File: config.mk
export PLATFORM = sky130hd
export DESIGN_NAME = rx_frame_filter_buffer
export DESIGN_NICKNAME = d
export VERILOG_FILES = /design/src/rx_filter_pkg.sv /design/src/rx_frame_filter_buffer.sv /design/src/rx_packet_buffer.sv /design/src/rx_addr_filter.sv
export VERILOG_INCLUDE_DIRS = /design/src
export SDC_FILE = /design/constraint.sdc
export NUM_CORES = 2
export LEC_CHECK = 0
export BUFFER_PORTS_ARGS = -buffer_cell sky130_fd_sc_hd__buf_2
export CAP_MARGIN = 20
export CORE_MARGIN = 2
export CORE_UTILIZATION = 55
export DETAILED_ROUTE_END_ITERATION = 12
export GPL_TIMING_DRIVEN = 0
export HOLD_SLACK_MARGIN = 0.02
export PLACE_DENSITY = 0.71
export SYNTH_ARGS = -nofsm -noshare
export SYNTH_HDL_FRONTEND = slang
export SYNTH_HIERARCHICAL = 1
export SYNTH_SLANG_ARGS = --single-unit
File: constraint.sdc
create_clock -name clk_i -period 40.5 [get_ports clk_i]
set_input_delay 2.025 -clock clk_i [delete_from_list [all_inputs] [get_ports clk_i]]
set_output_delay 2.025 -clock clk_i [all_outputs]
set_load 0.03 [all_outputs]
File: src/rx_filter_cfg.svh
// Constants for the receive frame filter and packet buffer
`ifndef RX_FILTER_CFG_SVH
`define RX_FILTER_CFG_SVH
// Register word indexes; byte address is four times the index
`define RFC_IDX_MAC_CTRL 10'h000
`define RFC_IDX_FLUSH 10'h00D
`define RFC_IDX_SOFTRST 10'h02A
`define RFC_IDX_IRQ 10'h031
`define RFC_IDX_BBREG 10'h039
`define RFC_IDX_PAN 10'h040
`define RFC_IDX_SHORT 10'h041
`define RFC_IDX_EXT_LO 10'h042
`define RFC_IDX_EXT_HI 10'h043
`define RFC_IDX_BUF_BASE 10'h300
`define RFC_IDX_BUF_LAST 10'h38F
// Field positions
`define RFC_BIT_PANCOORD 3
`define RFC_BIT_FLUSH 0
`define RFC_FILT_LSB 1
`define RFC_FILT_MSB 3
`define RFC_BIT_RXDONE 3
`define RFC_BIT_DECBLK 2
`define RFC_BIT_SWRST 0
`define RFC_FC_ACKREQ 5
`define RFC_FC_PANC 6
// Receive modes
`define RFC_MODE_NORMAL 2'b00
`define RFC_MODE_ERROR 2'b10
`define RFC_MODE_PROMI 2'b01
// Frame types and addressing modes
`define RFC_FT_BEACON 3'h0
`define RFC_FT_DATA 3'h1
`define RFC_FT_CMD 3'h3
`define RFC_AM_NONE 2'h0
`define RFC_AM_RSVD 2'h1
`define RFC_AM_SHORT 2'h2
`define RFC_AM_EXT 2'h3
// Frame byte positions inside the buffer (index 0 is the length)
`define RFC_OFF_FC 8'h01
`define RFC_OFF_SEQ 8'h03
`define RFC_OFF_DPAN 8'h04
`define RFC_OFF_DADR 8'h06
`define RFC_LEN_SHORT 8'h02
`define RFC_LEN_EXT 8'h08
`define RFC_BCAST 16'hFFFF
`define RFC_FIRST_DATA 8'h01
`endif

File: src/rx_filter_pkg.sv
// Types shared by the receive filter and buffer
package rx_filter_pkg;
  typedef enum logic [4:0] {
    RX_IDLE = 5'b00001,
    RX_BODY = 5'b00010,
    RX_LQI = 5'b00100,
    RX_RSSI = 5'b01000,
    RX_DECIDE = 5'b10000
  } rx_state_t;
endpackage

File: src/rx_frame_filter_buffer.sv
// Receive MAC: frame acceptance, packet buffer, APB registers
// Summary of operation
// [RL1] Whole frame received and CRC known before acceptance is decided.
// [RL2] Mode field 00 normal, 10 error, 01 promiscuous; reset to normal.
// [RL3] Normal mode keeps only good-CRC frames with a legal frame type.
// [RL4] Beacons need matching source PAN unless local PAN is broadcast.
// [RL5] Destination PAN must match local PAN or broadcast.
// [RL6] Short destination matches local or broadcast; extended matches local.
// [RL7] Source-only data or command needs coordinator role and matching PAN.
// [RL8] Error mode keeps frames with good or bad CRC.
// [RL9] Promiscuous mode keeps every good-CRC frame, no address checks.
// [RL10] Type filter: 000 all, 100 command, 010 data, 001 beacon.
// [RL11] Kept good-CRC frame with acknowledge request triggers an automatic acknowledge.
// [RL12] Acknowledge carries the received sequence number.
// [RL13] Receive done flag set once the frame sits in the buffer.
// [RL14] Reading the interrupt flag register clears it; host keeps the copy.
// [RL15] Host reads the buffer at indexes 0x300 to 0x38F.
// [RL16] First buffer byte is frame length including two check bytes.
// [RL17] Link quality then signal strength follow the check bytes.
// [RL18] 128-byte buffer filled one byte at a time by a write pointer.
// [RL19] Pointer resets on first-byte read, flush or software reset.
// [RL20] Flush bit resets the pointer and clears itself.
// [RL21] One packet held; reading first byte frees the buffer.
// [RL22] Decode block bit stops reception of new frames.
// [RL23] Host reads data, quality and strength from index 0x301 onward.
// [RL24] Frames arriving while the buffer is unread are discarded.
`timescale 1ns/1ps
`default_nettype none
`include "rx_filter_cfg.svh"
module rx_frame_filter_buffer #(
  parameter int DEPTH = 128
) (
  input wire logic clk_i,
  input wire logic reset_i,
  // APB slave
  input wire logic psel_i,
  input wire logic penable_i,
  input wire logic pwrite_i,
  input wire logic [11:0] paddr_i,
  input wire logic [31:0] pwdata_i,
  output logic [31:0] prdata_o,
  output logic pready_o,
  output logic pslverr_o,
  // Demodulator byte stream
  input wire logic rx_sync_i,
  input wire logic rx_byte_valid_i,
  input wire logic [7:0] rx_byte_i,
  input wire logic rx_end_i,
  input wire logic rx_crc_ok_i,
  input wire logic [7:0] rx_lqi_i,
  input wire logic [7:0] rx_rssi_i,
  // Request to the transmit MAC engine
  output logic ack_req_o,
  output logic [7:0] ack_seq_o,
  output logic rx_busy_o
);
  // All state in one word so reset and update stay in one place
  typedef struct packed {
    // Receive engine and write pointer
    rx_filter_pkg::rx_state_t st;
    logic [7:0] ptr;
    logic [7:0] cnt;
    logic full;
    // Frame status latched with the end marker
    logic crc_ok;
    logic [7:0] lqi;
    logic [7:0] rssi;
    // Configuration and command bits from the register port
    logic [1:0] mode;
    logic coord;
    logic [2:0] filt;
    logic flush;
    logic swrst;
    logic rx_done;
    logic decblk;
    logic [15:0] pan;
    logic [15:0] short_adr;
    logic [63:0] ext_adr;
    // Read word held for the whole access phase
    logic [31:0] prdata;
    // One-cycle request and number for the transmit side
    logic ack_req;
    logic [7:0] ack_seq;
  } main_state_t;

  main_state_t cur_ff;
  main_state_t nxt_cur;

  // Write and read sides of the packet buffer
  logic wr_en;
  logic [6:0] wr_idx;
  logic [7:0] wr_data;
  logic [6:0] rd_idx;
  logic [7:0] rd_data;
  logic [DEPTH-1:0][7:0] mem;
  // Verdict of the address and type filter
  logic accept;
  // Bus decode and per-cycle events
  logic setup;
  logic access;
  logic hit;
  logic in_buf;
  logic ptr_rst;
  logic done_set;
  logic [9:0] idx;
  logic [9:0] buf_off;

  // Word index decode; misaligned addresses are unmapped
  function automatic logic is_mapped(input logic [9:0] i, input logic [1:0] lo);
    logic ok;
    ok = (i == `RFC_IDX_MAC_CTRL) || (i == `RFC_IDX_FLUSH) ||
         (i == `RFC_IDX_SOFTRST) || (i == `RFC_IDX_IRQ) ||
         (i == `RFC_IDX_BBREG) || (i == `RFC_IDX_PAN) ||
         (i == `RFC_IDX_SHORT) || (i == `RFC_IDX_EXT_LO) ||
         (i == `RFC_IDX_EXT_HI) ||
         (i >= `RFC_IDX_BUF_BASE && i <= `RFC_IDX_BUF_LAST);
    return ok && (lo == 2'b00);
  endfunction

  // Buffer byte index with guard against running past the end
  function automatic logic room(input logic [7:0] p);
    return p < 8'(DEPTH);
  endfunction

  // Buffer keeps its own flip-flops; the engine only steers the write port
  rx_packet_buffer #(
    .DEPTH(DEPTH)
  ) u_buf (
    .clk_i(clk_i),
    .reset_i(reset_i),
    .wr_en_i(wr_en),
    .wr_idx_i(wr_idx),
    .wr_data_i(wr_data),
    .rd_idx_i(rd_idx),
    .rd_data_o(rd_data),
    .mem_o(mem)
  );

  // Filter looks at the stored bytes, so the decision waits for the last byte
  rx_addr_filter #(
    .DEPTH(DEPTH)
  ) u_filt (
    .mem_i(mem),
    .mode_i(cur_ff.mode),
    .filt_i(cur_ff.filt),
    .coord_i(cur_ff.coord),
    .crc_ok_i(cur_ff.crc_ok),
    .pan_i(cur_ff.pan),
    .short_i(cur_ff.short_adr),
    .ext_i(cur_ff.ext_adr),
    .accept_o(accept)
  );

  // Bus phase decode; zero wait states so pready stays high
  assign setup = psel_i && !penable_i;
  assign access = psel_i && penable_i;
  assign idx = paddr_i[11:2];
  assign hit = is_mapped(idx, paddr_i[1:0]);
  assign buf_off = idx - `RFC_IDX_BUF_BASE;
  // Top sixteen words of the buffer window read zero without an error
  assign in_buf = hit && (idx >= `RFC_IDX_BUF_BASE) && (buf_off < 10'(DEPTH));
  assign rd_idx = buf_off[6:0];

  always_comb begin
    nxt_cur = cur_ff;
    wr_en = 1'b0;
    wr_idx = '0;
    wr_data = '0;
    done_set = 1'b0;
    nxt_cur.ack_req = 1'b0;
    // Self-clearing command bits act for exactly one cycle
    nxt_cur.flush = 1'b0; // [RL20]
    nxt_cur.swrst = 1'b0;

    // Read data captured in setup so it comes from a flip-flop
    if (setup && !pwrite_i) begin
      nxt_cur.prdata = '0;
      // Buffer bytes sit in the low lane; upper bits read zero
      if (in_buf) begin
        nxt_cur.prdata = {24'h0000_00, rd_data}; // [RL15] [RL23]
      end else begin
        case (idx)
          `RFC_IDX_MAC_CTRL: begin
            nxt_cur.prdata[1:0] = cur_ff.mode;
            nxt_cur.prdata[`RFC_BIT_PANCOORD] = cur_ff.coord;
          end
          `RFC_IDX_FLUSH: nxt_cur.prdata[`RFC_FILT_MSB:`RFC_FILT_LSB] = cur_ff.filt;
          `RFC_IDX_IRQ: nxt_cur.prdata[`RFC_BIT_RXDONE] = cur_ff.rx_done;
          `RFC_IDX_BBREG: nxt_cur.prdata[`RFC_BIT_DECBLK] = cur_ff.decblk;
          `RFC_IDX_PAN: nxt_cur.prdata[15:0] = cur_ff.pan;
          `RFC_IDX_SHORT: nxt_cur.prdata[15:0] = cur_ff.short_adr;
          `RFC_IDX_EXT_LO: nxt_cur.prdata = cur_ff.ext_adr[31:0];
          `RFC_IDX_EXT_HI: nxt_cur.prdata = cur_ff.ext_adr[63:32];
          default: nxt_cur.prdata = '0;
        endcase
      end
    end

    // Register writes take effect on the access edge
    if (access && pwrite_i && hit) begin
      case (idx)
        `RFC_IDX_MAC_CTRL: begin
          nxt_cur.mode = pwdata_i[1:0]; // [RL2]
          nxt_cur.coord = pwdata_i[`RFC_BIT_PANCOORD];
        end
        `RFC_IDX_FLUSH: begin
          // Flush acts in the next cycle and reads back as zero
          nxt_cur.filt = pwdata_i[`RFC_FILT_MSB:`RFC_FILT_LSB]; // [RL10]
          nxt_cur.flush = pwdata_i[`RFC_BIT_FLUSH]; // [RL20]
        end
        // Software reset keeps the configuration registers
        `RFC_IDX_SOFTRST: nxt_cur.swrst = pwdata_i[`RFC_BIT_SWRST];
        `RFC_IDX_BBREG: nxt_cur.decblk = pwdata_i[`RFC_BIT_DECBLK]; // [RL22]
        `RFC_IDX_PAN: nxt_cur.pan = pwdata_i[15:0];
        `RFC_IDX_SHORT: nxt_cur.short_adr = pwdata_i[15:0];
        // Extended address spans two words, low word first
        `RFC_IDX_EXT_LO: nxt_cur.ext_adr[31:0] = pwdata_i;
        `RFC_IDX_EXT_HI: nxt_cur.ext_adr[63:32] = pwdata_i;
        default: nxt_cur.decblk = cur_ff.decblk;
      endcase
    end

    // Pointer reset sources; a frame in flight is abandoned too
    ptr_rst = cur_ff.flush || cur_ff.swrst ||
              (access && !pwrite_i && in_buf && rd_idx == 7'h00); // [RL19] [RL21]

    // Receive engine
    case (cur_ff.st)
      rx_filter_pkg::RX_IDLE: begin
        // Busy buffer or decode block: the frame is simply not taken
        if (rx_sync_i && !cur_ff.full && !cur_ff.decblk) begin // [RL22] [RL24]
          nxt_cur.st = rx_filter_pkg::RX_BODY;
          nxt_cur.ptr = `RFC_FIRST_DATA;
          nxt_cur.cnt = '0;
        end
      end
      rx_filter_pkg::RX_BODY: begin
        if (rx_byte_valid_i) begin
          // Bytes past the buffer end are counted but not kept
          if (room(cur_ff.ptr)) begin
            wr_en = 1'b1; // [RL18]
            wr_idx = cur_ff.ptr[6:0];
            wr_data = rx_byte_i;
            nxt_cur.ptr = cur_ff.ptr + 8'h01;
          end
          nxt_cur.cnt = cur_ff.cnt + 8'h01;
        end
        if (rx_end_i) begin
          // Status and quality bytes are only valid with the end pulse
          nxt_cur.crc_ok = rx_crc_ok_i; // [RL1]
          nxt_cur.lqi = rx_lqi_i;
          nxt_cur.rssi = rx_rssi_i;
          nxt_cur.st = rx_filter_pkg::RX_LQI;
        end
      end
      // Quality then strength go right after the check bytes
      rx_filter_pkg::RX_LQI: begin
        if (room(cur_ff.ptr)) begin
          wr_en = 1'b1; // [RL17]
          wr_idx = cur_ff.ptr[6:0];
          wr_data = cur_ff.lqi;
          nxt_cur.ptr = cur_ff.ptr + 8'h01;
        end
        nxt_cur.st = rx_filter_pkg::RX_RSSI;
      end
      rx_filter_pkg::RX_RSSI: begin
        if (room(cur_ff.ptr)) begin
          wr_en = 1'b1; // [RL17]
          wr_idx = cur_ff.ptr[6:0];
          wr_data = cur_ff.rssi;
          nxt_cur.ptr = cur_ff.ptr + 8'h01;
        end
        nxt_cur.st = rx_filter_pkg::RX_DECIDE;
      end
      // All bytes stored: the filter verdict is final now
      rx_filter_pkg::RX_DECIDE: begin
        // Length includes the two check bytes the demodulator passes on
        wr_en = 1'b1; // [RL16]
        wr_idx = 7'h00;
        wr_data = cur_ff.cnt;
        nxt_cur.st = rx_filter_pkg::RX_IDLE;
        if (accept) begin // [RL1]
          nxt_cur.full = 1'b1; // [RL21]
          done_set = 1'b1; // [RL13]
          // A bad-CRC frame kept in error mode is never acknowledged
          if (mem[`RFC_OFF_FC][`RFC_FC_ACKREQ] && cur_ff.crc_ok) begin
            nxt_cur.ack_req = 1'b1; // [RL11]
            nxt_cur.ack_seq = mem[`RFC_OFF_SEQ]; // [RL12]
          end
        end else begin
          // Rejected: the next frame overwrites this one from the start
          nxt_cur.ptr = `RFC_FIRST_DATA;
        end
      end
      default: nxt_cur.st = rx_filter_pkg::RX_IDLE;
    endcase

    // Pointer reset overrides the engine, including a frame half stored
    if (ptr_rst) begin
      nxt_cur.st = rx_filter_pkg::RX_IDLE; // [RL19]
      nxt_cur.ptr = `RFC_FIRST_DATA;
      nxt_cur.full = 1'b0; // [RL21]
      wr_en = 1'b0;
      done_set = 1'b0;
      nxt_cur.ack_req = 1'b0;
    end

    // Clear on read only what the captured word showed; a flag set after
    // the setup edge would otherwise be lost, and a completion now still wins
    if (access && !pwrite_i && hit && idx == `RFC_IDX_IRQ &&
        cur_ff.prdata[`RFC_BIT_RXDONE]) begin
      nxt_cur.rx_done = 1'b0; // [RL14]
    end
    if (done_set) begin
      nxt_cur.rx_done = 1'b1; // [RL13]
    end
    // Software reset drops a pending flag
    if (cur_ff.swrst) begin
      nxt_cur.rx_done = done_set;
    end
  end

  // State register; reset puts the pointer on the first data byte
  always_ff @(posedge clk_i or posedge reset_i) begin
    if (reset_i) begin
      cur_ff <= '0;
      cur_ff.st <= rx_filter_pkg::RX_IDLE;
      cur_ff.ptr <= `RFC_FIRST_DATA;
      cur_ff.mode <= `RFC_MODE_NORMAL; // [RL2]
    end else begin
      cur_ff <= nxt_cur;
    end
  end

  // Outputs
  assign prdata_o = cur_ff.prdata;
  assign pready_o = 1'b1;
  // Error only in the access phase, so a setup never flags
  assign pslverr_o = access && !hit;
  assign ack_req_o = cur_ff.ack_req;
  assign ack_seq_o = cur_ff.ack_seq;
  assign rx_busy_o = cur_ff.st != rx_filter_pkg::RX_IDLE;
endmodule
`default_nettype wire

File: src/rx_packet_buffer.sv
// Single-packet receive buffer held in flip-flops
`timescale 1ns/1ps
`default_nettype none
module rx_packet_buffer #(
  parameter int DEPTH = 128
) (
  input wire logic clk_i,
  input wire logic reset_i,
  input wire logic wr_en_i,
  input wire logic [6:0] wr_idx_i,
  input wire logic [7:0] wr_data_i,
  input wire logic [6:0] rd_idx_i,
  output logic [7:0] rd_data_o,
  output logic [DEPTH-1:0][7:0] mem_o
);
  typedef struct packed {
    logic [DEPTH-1:0][7:0] mem;
  } buf_state_t;
  buf_state_t cur_ff;
  buf_state_t nxt_cur;

  // One byte written per cycle by the receive engine
  always_comb begin
    nxt_cur = cur_ff;
    if (wr_en_i) begin
      nxt_cur.mem[wr_idx_i] = wr_data_i;
    end
  end

  always_ff @(posedge clk_i or posedge reset_i) begin
    if (reset_i) begin
      cur_ff <= '0;
    end else begin
      cur_ff <= nxt_cur;
    end
  end

  // Second port: host reads never disturb the write side
  assign rd_data_o = cur_ff.mem[rd_idx_i];
  assign mem_o = cur_ff.mem;
endmodule
`default_nettype wire

File: src/rx_addr_filter.sv
// Reception mode and frame type acceptance of a stored frame
`timescale 1ns/1ps
`default_nettype none
`include "rx_filter_cfg.svh"
module rx_addr_filter #(
  parameter int DEPTH = 128
) (
  input wire logic [DEPTH-1:0][7:0] mem_i,
  input wire logic [1:0] mode_i,
  input wire logic [2:0] filt_i,
  input wire logic coord_i,
  input wire logic crc_ok_i,
  input wire logic [15:0] pan_i,
  input wire logic [15:0] short_i,
  input wire logic [63:0] ext_i,
  output logic accept_o
);
  logic [15:0] fc, span, dpan, dshort;
  logic [63:0] dext;
  logic [2:0] ftype;
  logic [1:0] dmode, smode;
  logic [7:0] soff;
  logic legal, addr_ok, mode_ok, type_ok, pan_ok;

  // Little-endian 16-bit field fetch
  function automatic logic [15:0] get16(input logic [DEPTH-1:0][7:0] m,
                                        input logic [7:0] i);
    return {m[i + 8'h01], m[i]};
  endfunction

  always_comb begin
    fc = get16(mem_i, `RFC_OFF_FC);
    ftype = fc[2:0];
    dmode = fc[11:10];
    smode = fc[15:14];
    dpan = get16(mem_i, `RFC_OFF_DPAN);
    dshort = get16(mem_i, `RFC_OFF_DADR);
    for (int k = 0; k < 8; k++) begin
      dext[8*k +: 8] = mem_i[`RFC_OFF_DADR + 8'(k)];
    end
    // Source PAN follows the destination fields unless compressed
    soff = (dmode == `RFC_AM_NONE) ? `RFC_OFF_DPAN :
           (`RFC_OFF_DADR + ((dmode == `RFC_AM_EXT) ? `RFC_LEN_EXT : `RFC_LEN_SHORT));
    span = (fc[`RFC_FC_PANC] && dmode != `RFC_AM_NONE) ? dpan : get16(mem_i, soff);
    legal = (ftype <= `RFC_FT_CMD) && (dmode != `RFC_AM_RSVD) && (smode != `RFC_AM_RSVD); // [RL3]
    addr_ok = 1'b1;
    if (ftype == `RFC_FT_BEACON) begin
      addr_ok = (span == pan_i) || (pan_i == `RFC_BCAST); // [RL4]
    end
    pan_ok = (dpan == pan_i) || (dpan == `RFC_BCAST);
    if (dmode != `RFC_AM_NONE && !pan_ok) begin
      addr_ok = 1'b0; // [RL5]
    end
    if (dmode == `RFC_AM_SHORT && dshort != short_i && dshort != `RFC_BCAST) begin
      addr_ok = 1'b0; // [RL6]
    end
    if (dmode == `RFC_AM_EXT && dext != ext_i) begin
      addr_ok = 1'b0; // [RL6]
    end
    if (dmode == `RFC_AM_NONE && smode != `RFC_AM_NONE &&
        (ftype == `RFC_FT_DATA || ftype == `RFC_FT_CMD) &&
        !(coord_i && span == pan_i)) begin
      addr_ok = 1'b0; // [RL7]
    end
    // Code 11 is not documented; it behaves like error mode
    case (mode_i)
      `RFC_MODE_NORMAL: mode_ok = crc_ok_i && legal && addr_ok; // [RL3]
      `RFC_MODE_PROMI: mode_ok = crc_ok_i; // [RL9]
      `RFC_MODE_ERROR: mode_ok = 1'b1; // [RL8]
      default: mode_ok = 1'b1;
    endcase
    // Each filter bit admits one type; all clear admits everything
    type_ok = (filt_i == 3'h0) ||
              (filt_i[2] && ftype == `RFC_FT_CMD) ||
              (filt_i[1] && ftype == `RFC_FT_DATA) ||
              (filt_i[0] && ftype == `RFC_FT_BEACON); // [RL10]
    accept_o = mode_ok && type_ok;
  end
endmodule
`default_nettype wire

* Word level (Yosys, flattened, before mapping)
Index checks and enable logic that the tools add are counted.
** Operators by class
- Add/sub/neg operators :: 5
- Magnitude comparators :: 10
- Equality and inequality tests :: 34
- Mux-type cells :: 62
- Reductions and logical operators :: 89
** Operators with widths (count)
- 1024-bit bitwise mux :: 1
- 8-bit binary-select mux with 7-bit select :: 3
- 8-bit 2-to-1 mux :: 11
- 64-bit != test :: 1
- 8-bit one-hot mux with 4 select lines :: 2
- 8-bit demux with 7-bit select :: 1
- 12-bit one-hot mux with 4 select lines :: 1
- 10-bit by 7-bit == test with 1-bit output, second input constant :: 4
- 1-bit logical AND :: 37
- 16-bit == test :: 2
- 16-bit == test, second input constant :: 2
- 16-bit 2-to-1 mux :: 2
- 32-bit 2-to-1 mux :: 1
- 16-bit one-hot mux with 2 select lines :: 1
- 10-bit by 6-bit == test with 1-bit output, second input constant :: 3
- 9-bit 2-to-1 mux :: 3
- 8-bit by 1-bit adder with 8-bit output, second input constant :: 3
- 8-bit < comparator, second input constant :: 3
- 21-bit 2-to-1 mux :: 1
- 1-bit 2-to-1 mux :: 20
- 5-bit one-hot mux with 4 select lines :: 1
- 2-bit AND reduction :: 10
- 1-bit logical OR :: 17
- 7-bit by 8-bit < comparator with 1-bit output, second input constant :: 2
- other kinds (46) :: 68
** Storage, ports and cells
- Bits in registers :: 1210
- Input bits :: 77
- Output and inout port bits :: 44
- Logic and storage cells :: 349

* Logic depth before layout (Yosys ltp)
- Depth after elaboration :: 23
- Mapped depth :: 16

* Hierarchy
The synthesis kept the hierarchy.
** By module, submodules not included
- rx_packet_buffer :: instances 1, cells each 2793, area an instance 46484.6 sq um
- rx_frame_filter_buffer :: instances 1, cells each 746, area an instance 8817.2 sq um
- rx_addr_filter :: instances 1, cells each 303, area an instance 2581.2 sq um

* Worst setup path before layout
Ideal clock, no wire load.
- Path type :: input port to output port
- Start point :: in paddr_i[3]
- End point :: out pslverr_o
- Data arrival time :: 3.596 ns
- Slack :: 34.879 ns
- Cell stages on the path :: 7
- Path buffers :: 2
- Cells stage by stage :: buf_2 nor2b_1 clkbuf_1 nand4_1 a21oi_1 or3_1 a21oi_1
** On the way
- Word-level cells in the longest chain between the ends :: 13
- Elaborated cells on any way between the ends :: 24
- Classes of those cells :: 2 x order compare; 8 x eq/ne; 14 x reduce/logical
** Ends and longest elaborated chain
- start: declaration :: line rx_frame_filter_buffer.sv:39 : input wire logic [11:0] paddr_i,
- 10-bit by 4-bit == test with 1-bit output or 10-bit zero test (tied branches)
- 1-bit logical OR (8 in series) :: line rx_frame_filter_buffer.sv:111 : ok = (i == `RFC_IDX_MAC_CTRL) || (i == `RFC_IDX_FLUSH) ||
- 1-bit logical OR (*) :: line rx_frame_filter_buffer.sv:111
- 1-bit logical AND (*) :: line rx_frame_filter_buffer.sv:117 : return ok && (lo == 2'b00);
- 1-bit zero test (*) :: line rx_frame_filter_buffer.sv:339 : assign pslverr_o = access && !hit;
- 1-bit logical AND (*) :: line rx_frame_filter_buffer.sv:339
- end: declaration :: line rx_frame_filter_buffer.sv:43 : output logic pslverr_o,
Every way passes the cells marked *; elsewhere a longest branch is shown, timed or not.

* Final worst setup path
- Start point :: in paddr_i[4]
- End point :: reg cur_ff (netlist bit prdata_o[2])
** On the way
- Elaborated cells on any way between the ends :: 30
- Classes of those cells :: 1 x add/sub; 3 x order compare; 8 x eq/ne; 4 x mux; 14 x reduce/logical
** RTL lines
- 10-bit subtractor (no line)
- 8-bit binary-select mux with 7-bit select :: line rx_packet_buffer.sv:39 : assign rd_data_o = cur_ff.mem[rd_idx_i];
- 8-bit 2-to-1 mux (implied by the code) :: line rx_packet_buffer.sv:39
- via rd_data[2] :: line rx_frame_filter_buffer.sv:94 : logic [7:0] rd_data;
- 32-bit 2-to-1 mux :: line rx_frame_filter_buffer.sv:179 : if (in_buf) begin
- end signal: assignment :: line rx_frame_filter_buffer.sv:331 : cur_ff <= nxt_cur;
- end: declaration :: line rx_frame_filter_buffer.sv:86 : main_state_t cur_ff;
The timed path passes the listed nets, and every way through them passes these cells. The select of a mux whose other input is x is not followed.
A chain may end at the register's enable or synchronous reset.

==> key figures <==
Global route
  – Total Routing Usage GR: 33.4%
  – Initial antenna violation count: 13
  – Grt ovf: 0
  – First-pass GRT wire length: 259000 um
  – Largest net degree at the start of global routing: 134
  – Vias in the first global route: 37.0k

Clock network
  – CTS clk-pin slew, worst paths: 0.06 ns
  – CTS tree: done
  – Clk Latency, worst-skew pair: 0.75 ns
  – Depth of the CTS H-tree: 4
  – Resized Gates After CTS: 0
  – Clock sink count: 1210
  – Root Driver: clkbuf_16
  – Worst-case clock buffer depth: 3
  – CTS buffer count: 132
  – Cts hold-fix bufs: 0
  – Setup Fix Bufs, Post-CTS: 0

Critical path
  – CP Cell Sequence: buf_2, clkbuf_1, clkbuf_1, mux4_2, mux4_2, mux4_2, mux2_2, or3_1, o21ai_0, a31oi_1
  – Setup Crit Path Kind: in2reg
  – Reg-to-Reg End: u_buf/mem_o[953]
  – Cell mode on critical path: mux4_2
  – Worst Setup Start Kind: input port
  – Crit-path max FO: 12
  – Crit path buf inv count: 3
  – Worst R2R Path Depth: 13
  – CP top delay family: buffers and inverters
  – Critical R2R Launch: cur_ff[181]
  – Slowest CP cell: clkbuf_1
  – Reg-to-reg setup timing slack: 35.34 ns
  – Critical path's largest stage delay: 0.98 ns
  – Critical Path AT: 6.61 ns
  – Critical Path RT: 41.11 ns
  – Worst setup EP type: flip-flop

Routing
  – Via count: 37.1k
  – DRT Pass-1 Iters: 7
  – DR top layer: met5
  – Met3 Wirelength: 16300 um
  – Wire length on met2: 79400 um
  – M1 WL: 72500 um
  – Final wirelength: 177000 um
  – Iter 0 DRT Violations: 3881
  – Vias/cell: 6.61
  – WL/cell: 31.6 um
  – Number of remaining DRC errors: 0
  – Detail Route Antenna Nets: 0

Logic synthesis
  – Area share of the leading cell type in the synthesized netlist: 52.2%
  – Syn avg cell area: 15.1 um2
  – Area leader, netlist: dfrtp_1
  – Synth Flop Type: dfrtp_1
  – Post-Synth XOR/XNOR Area: 1.80%
  – Post-synthesis cell count: 3842
  – Synth cell count leaders: dfrtp_1, mux2_2, mux4_2
  – Compound-gate portion of the synthesized area: 2.12%
  – Post-synth EDFFs: 0
  – Seq cells post-synth: 1210
  – Largest family of logic cells by synthesized area: multiplexers
  – Mux contribution to synthesized area: 37.0%
  – Sequential fraction of the synthesis area: 52.3%
  – Netlist cell types: 75
  – Post-synthesis adder-cell area fraction: 0.151%
  – Asr flop ratio synth: 100%
  – Most common cell in the netlist: dfrtp_1
  – Synthesized area: 57900 um2
  – Cells taking the most area after synthesis: dfrtp_1, mux2_2, mux4_2
  – YS warnings: 6
  – Syn_nets: 3926
  – Area share of and/or/nand/nor cells after synthesis: 3.75%

Final layout
  – Area of the multi-input gates: 26000 um2
  – Storage cell area: 30300 um2
  – Fill count: 7968
  – Design area: 65000 um2
  – Nets: 4200
  – Layout cells sized above 1: 46.1%
  – Area Overhead vs Synth: 12.4%
  – Post-layout util: 62.1%

Power and ir drop
  – PD cells: 38.9 nW/um2
  – Switching share of total power: 22.6%
  – Net Sw Power: 0.570 mW
  – Tot Pwr: 2.53 mW
  – Leak: 30.7 nW
  – IR drop worst, VDD: 0.0000504 V
  – Internal power: 1.96 mW
  – Combinational share of power: 4.0%
  – Flop pwr share: 48.1%
  – Clock share of power: 47.9%

Placement
  – Port Buffers: 114
  – HPWL Detailed: 129000 um
  – Post-DP Area: 60600 um2
  – Final GP Congestion: 0.982

Timing
  – Crit path time final: 6.01 ns
  – Tcrit/Tclk final: 14.8%
  – Worst hold slack: 0.485 ns
  – Final hold vios: 0
  – Actual slew at the worst max-slew pin: 1.27 ns
  – Max-slew violation count: 0
  – Relative slew slack: 15.4%
  – RSZ-0062 raised after global routing: no
  – Number of setup violations in the final report: 0
  – Layout Skew: 0.0314 ns
  – Peak Freq: 167 MHz

Floorplan
  – I/O pin count: 121
  – Initial Utilization: 55.2%
  – Die area: 108000 um2
  – FP Rows: 119
  – Die Y: 328 um
  – Core box area: 105000 um2
  – DIE WIDTH: 328 um

Hold path
  – Hold Path Depth: 1
  – Hold Path Origin: u_buf/mem_o[516]
  – Worst hold path type: reg2reg
  – Hold EP: u_buf/mem_o[516]

Outcome
  – Status: finished, final reports clean

Flow run
  – Max Cap Viol: 0
[cells by family after synthesis]
logic type,Yosys count
mux,1560
flops,1210
simple gates,443
buf+inv,337
compound gates,165
xor+xnor,119
fa+ha+maj,7
other cells,1
[flip-flops by register name, summed over array words and instances (netlist names)]
register and flops:
u_buf/mem_o 1024, cur_ff 145, ack_seq_o 8, prdata_o 32
ack_req_o 1
[routing by layer]
| metal | vias to the layer above | global-route usage [%] |
|---|---|---|
| li1 | 14900 | - |
| met1 | 19900 | 47.4 |
| met2 | 1786 | 49.7 |
| met3 | 421 | 7.87 |
| met4 | 18 | 14.1 |
| met5 | - | 0 |
[placed cells by master (no fill, tap or decap), types with 21 or more instances in the layout]
cell / Yosys / layout
buf_1: 22 / 22
nor3_1: 22 / 21
nand4_1: 50 / 50
buf_2: 44 / 160
buf_4: 48 / 53
nand2_1: 125 / 125
mux2_2: 1124 / 1124
a221oi_1: 21 / 21
clkbuf_1: 197 / 228
dfrtp_1: 1208 / 1208
mux4_2: 348 / 348
mux2i_1: 44 / 44
nor2_1: 127 / 124
mux2_1: 43 / 43
clkbuf_8: 0 / 25
o21ai_0: 30 / 30
xnor2_1: 104 / 104
clkbuf_16: 0 / 137
[through the flow]
| stage | TNS (ns) | setup slack (ns) | instances |
|---|---|---|---|
| after floorplan | 0 | 9.66 | 3842 |
| after global placement | -1493.15 | -1.57 | 5347 |
| after detailed placement | 0 | 33.84 | 5367 |
| after CTS | 0 | 34.60 | 5601 |
| after global routing | 0 | 34.53 | 5608 |
| final | 0 | 34.49 | 5609 |
[how the worst max path moves through the flow]
stage,from,endpoint,slack (ns),cells after the start
floorplan,reset_i,u_buf/mem_o[0],9.66,1
global placement,reset_i,u_buf/mem_o[953],-1.57,2
detailed placement,paddr_i[4],u_buf/mem_o[959],33.84,11
CTS,paddr_i[4],u_buf/mem_o[952],34.60,11
global route,paddr_i[2],pslverr_o,34.53,8
finish,paddr_i[4],prdata_o[2],34.49,10
[area by class of cell]
cell class,instances,share of cell area [%]
timing repair buffer,140,1.58
buffer,324,2.43
clock buffer,193,5.98
inverter,13,0.0981
tap,1391,2.68
clock inverter,41,0.721
sequential,1210,46.6
antenna,2,0.00769
multi-input combinational,2295,40.0
[power groups by stage]
stage | combinational (mW) | clock (mW) | sequential, mW
6_report | 0.102 | 1.21 | 1.22
3_5_place_dp | 0.102 | 0 | 1.24
2_1_floorplan | 0.0669 | 0 | 1.24
4_1_cts | 0.103 | 1.23 | 1.22
5_1_grt | 0.111 | 1.28 | 1.22
3_3_place_gp | 0.0982 | 0 | 1.24
Power figures use the tool's default switching activity.
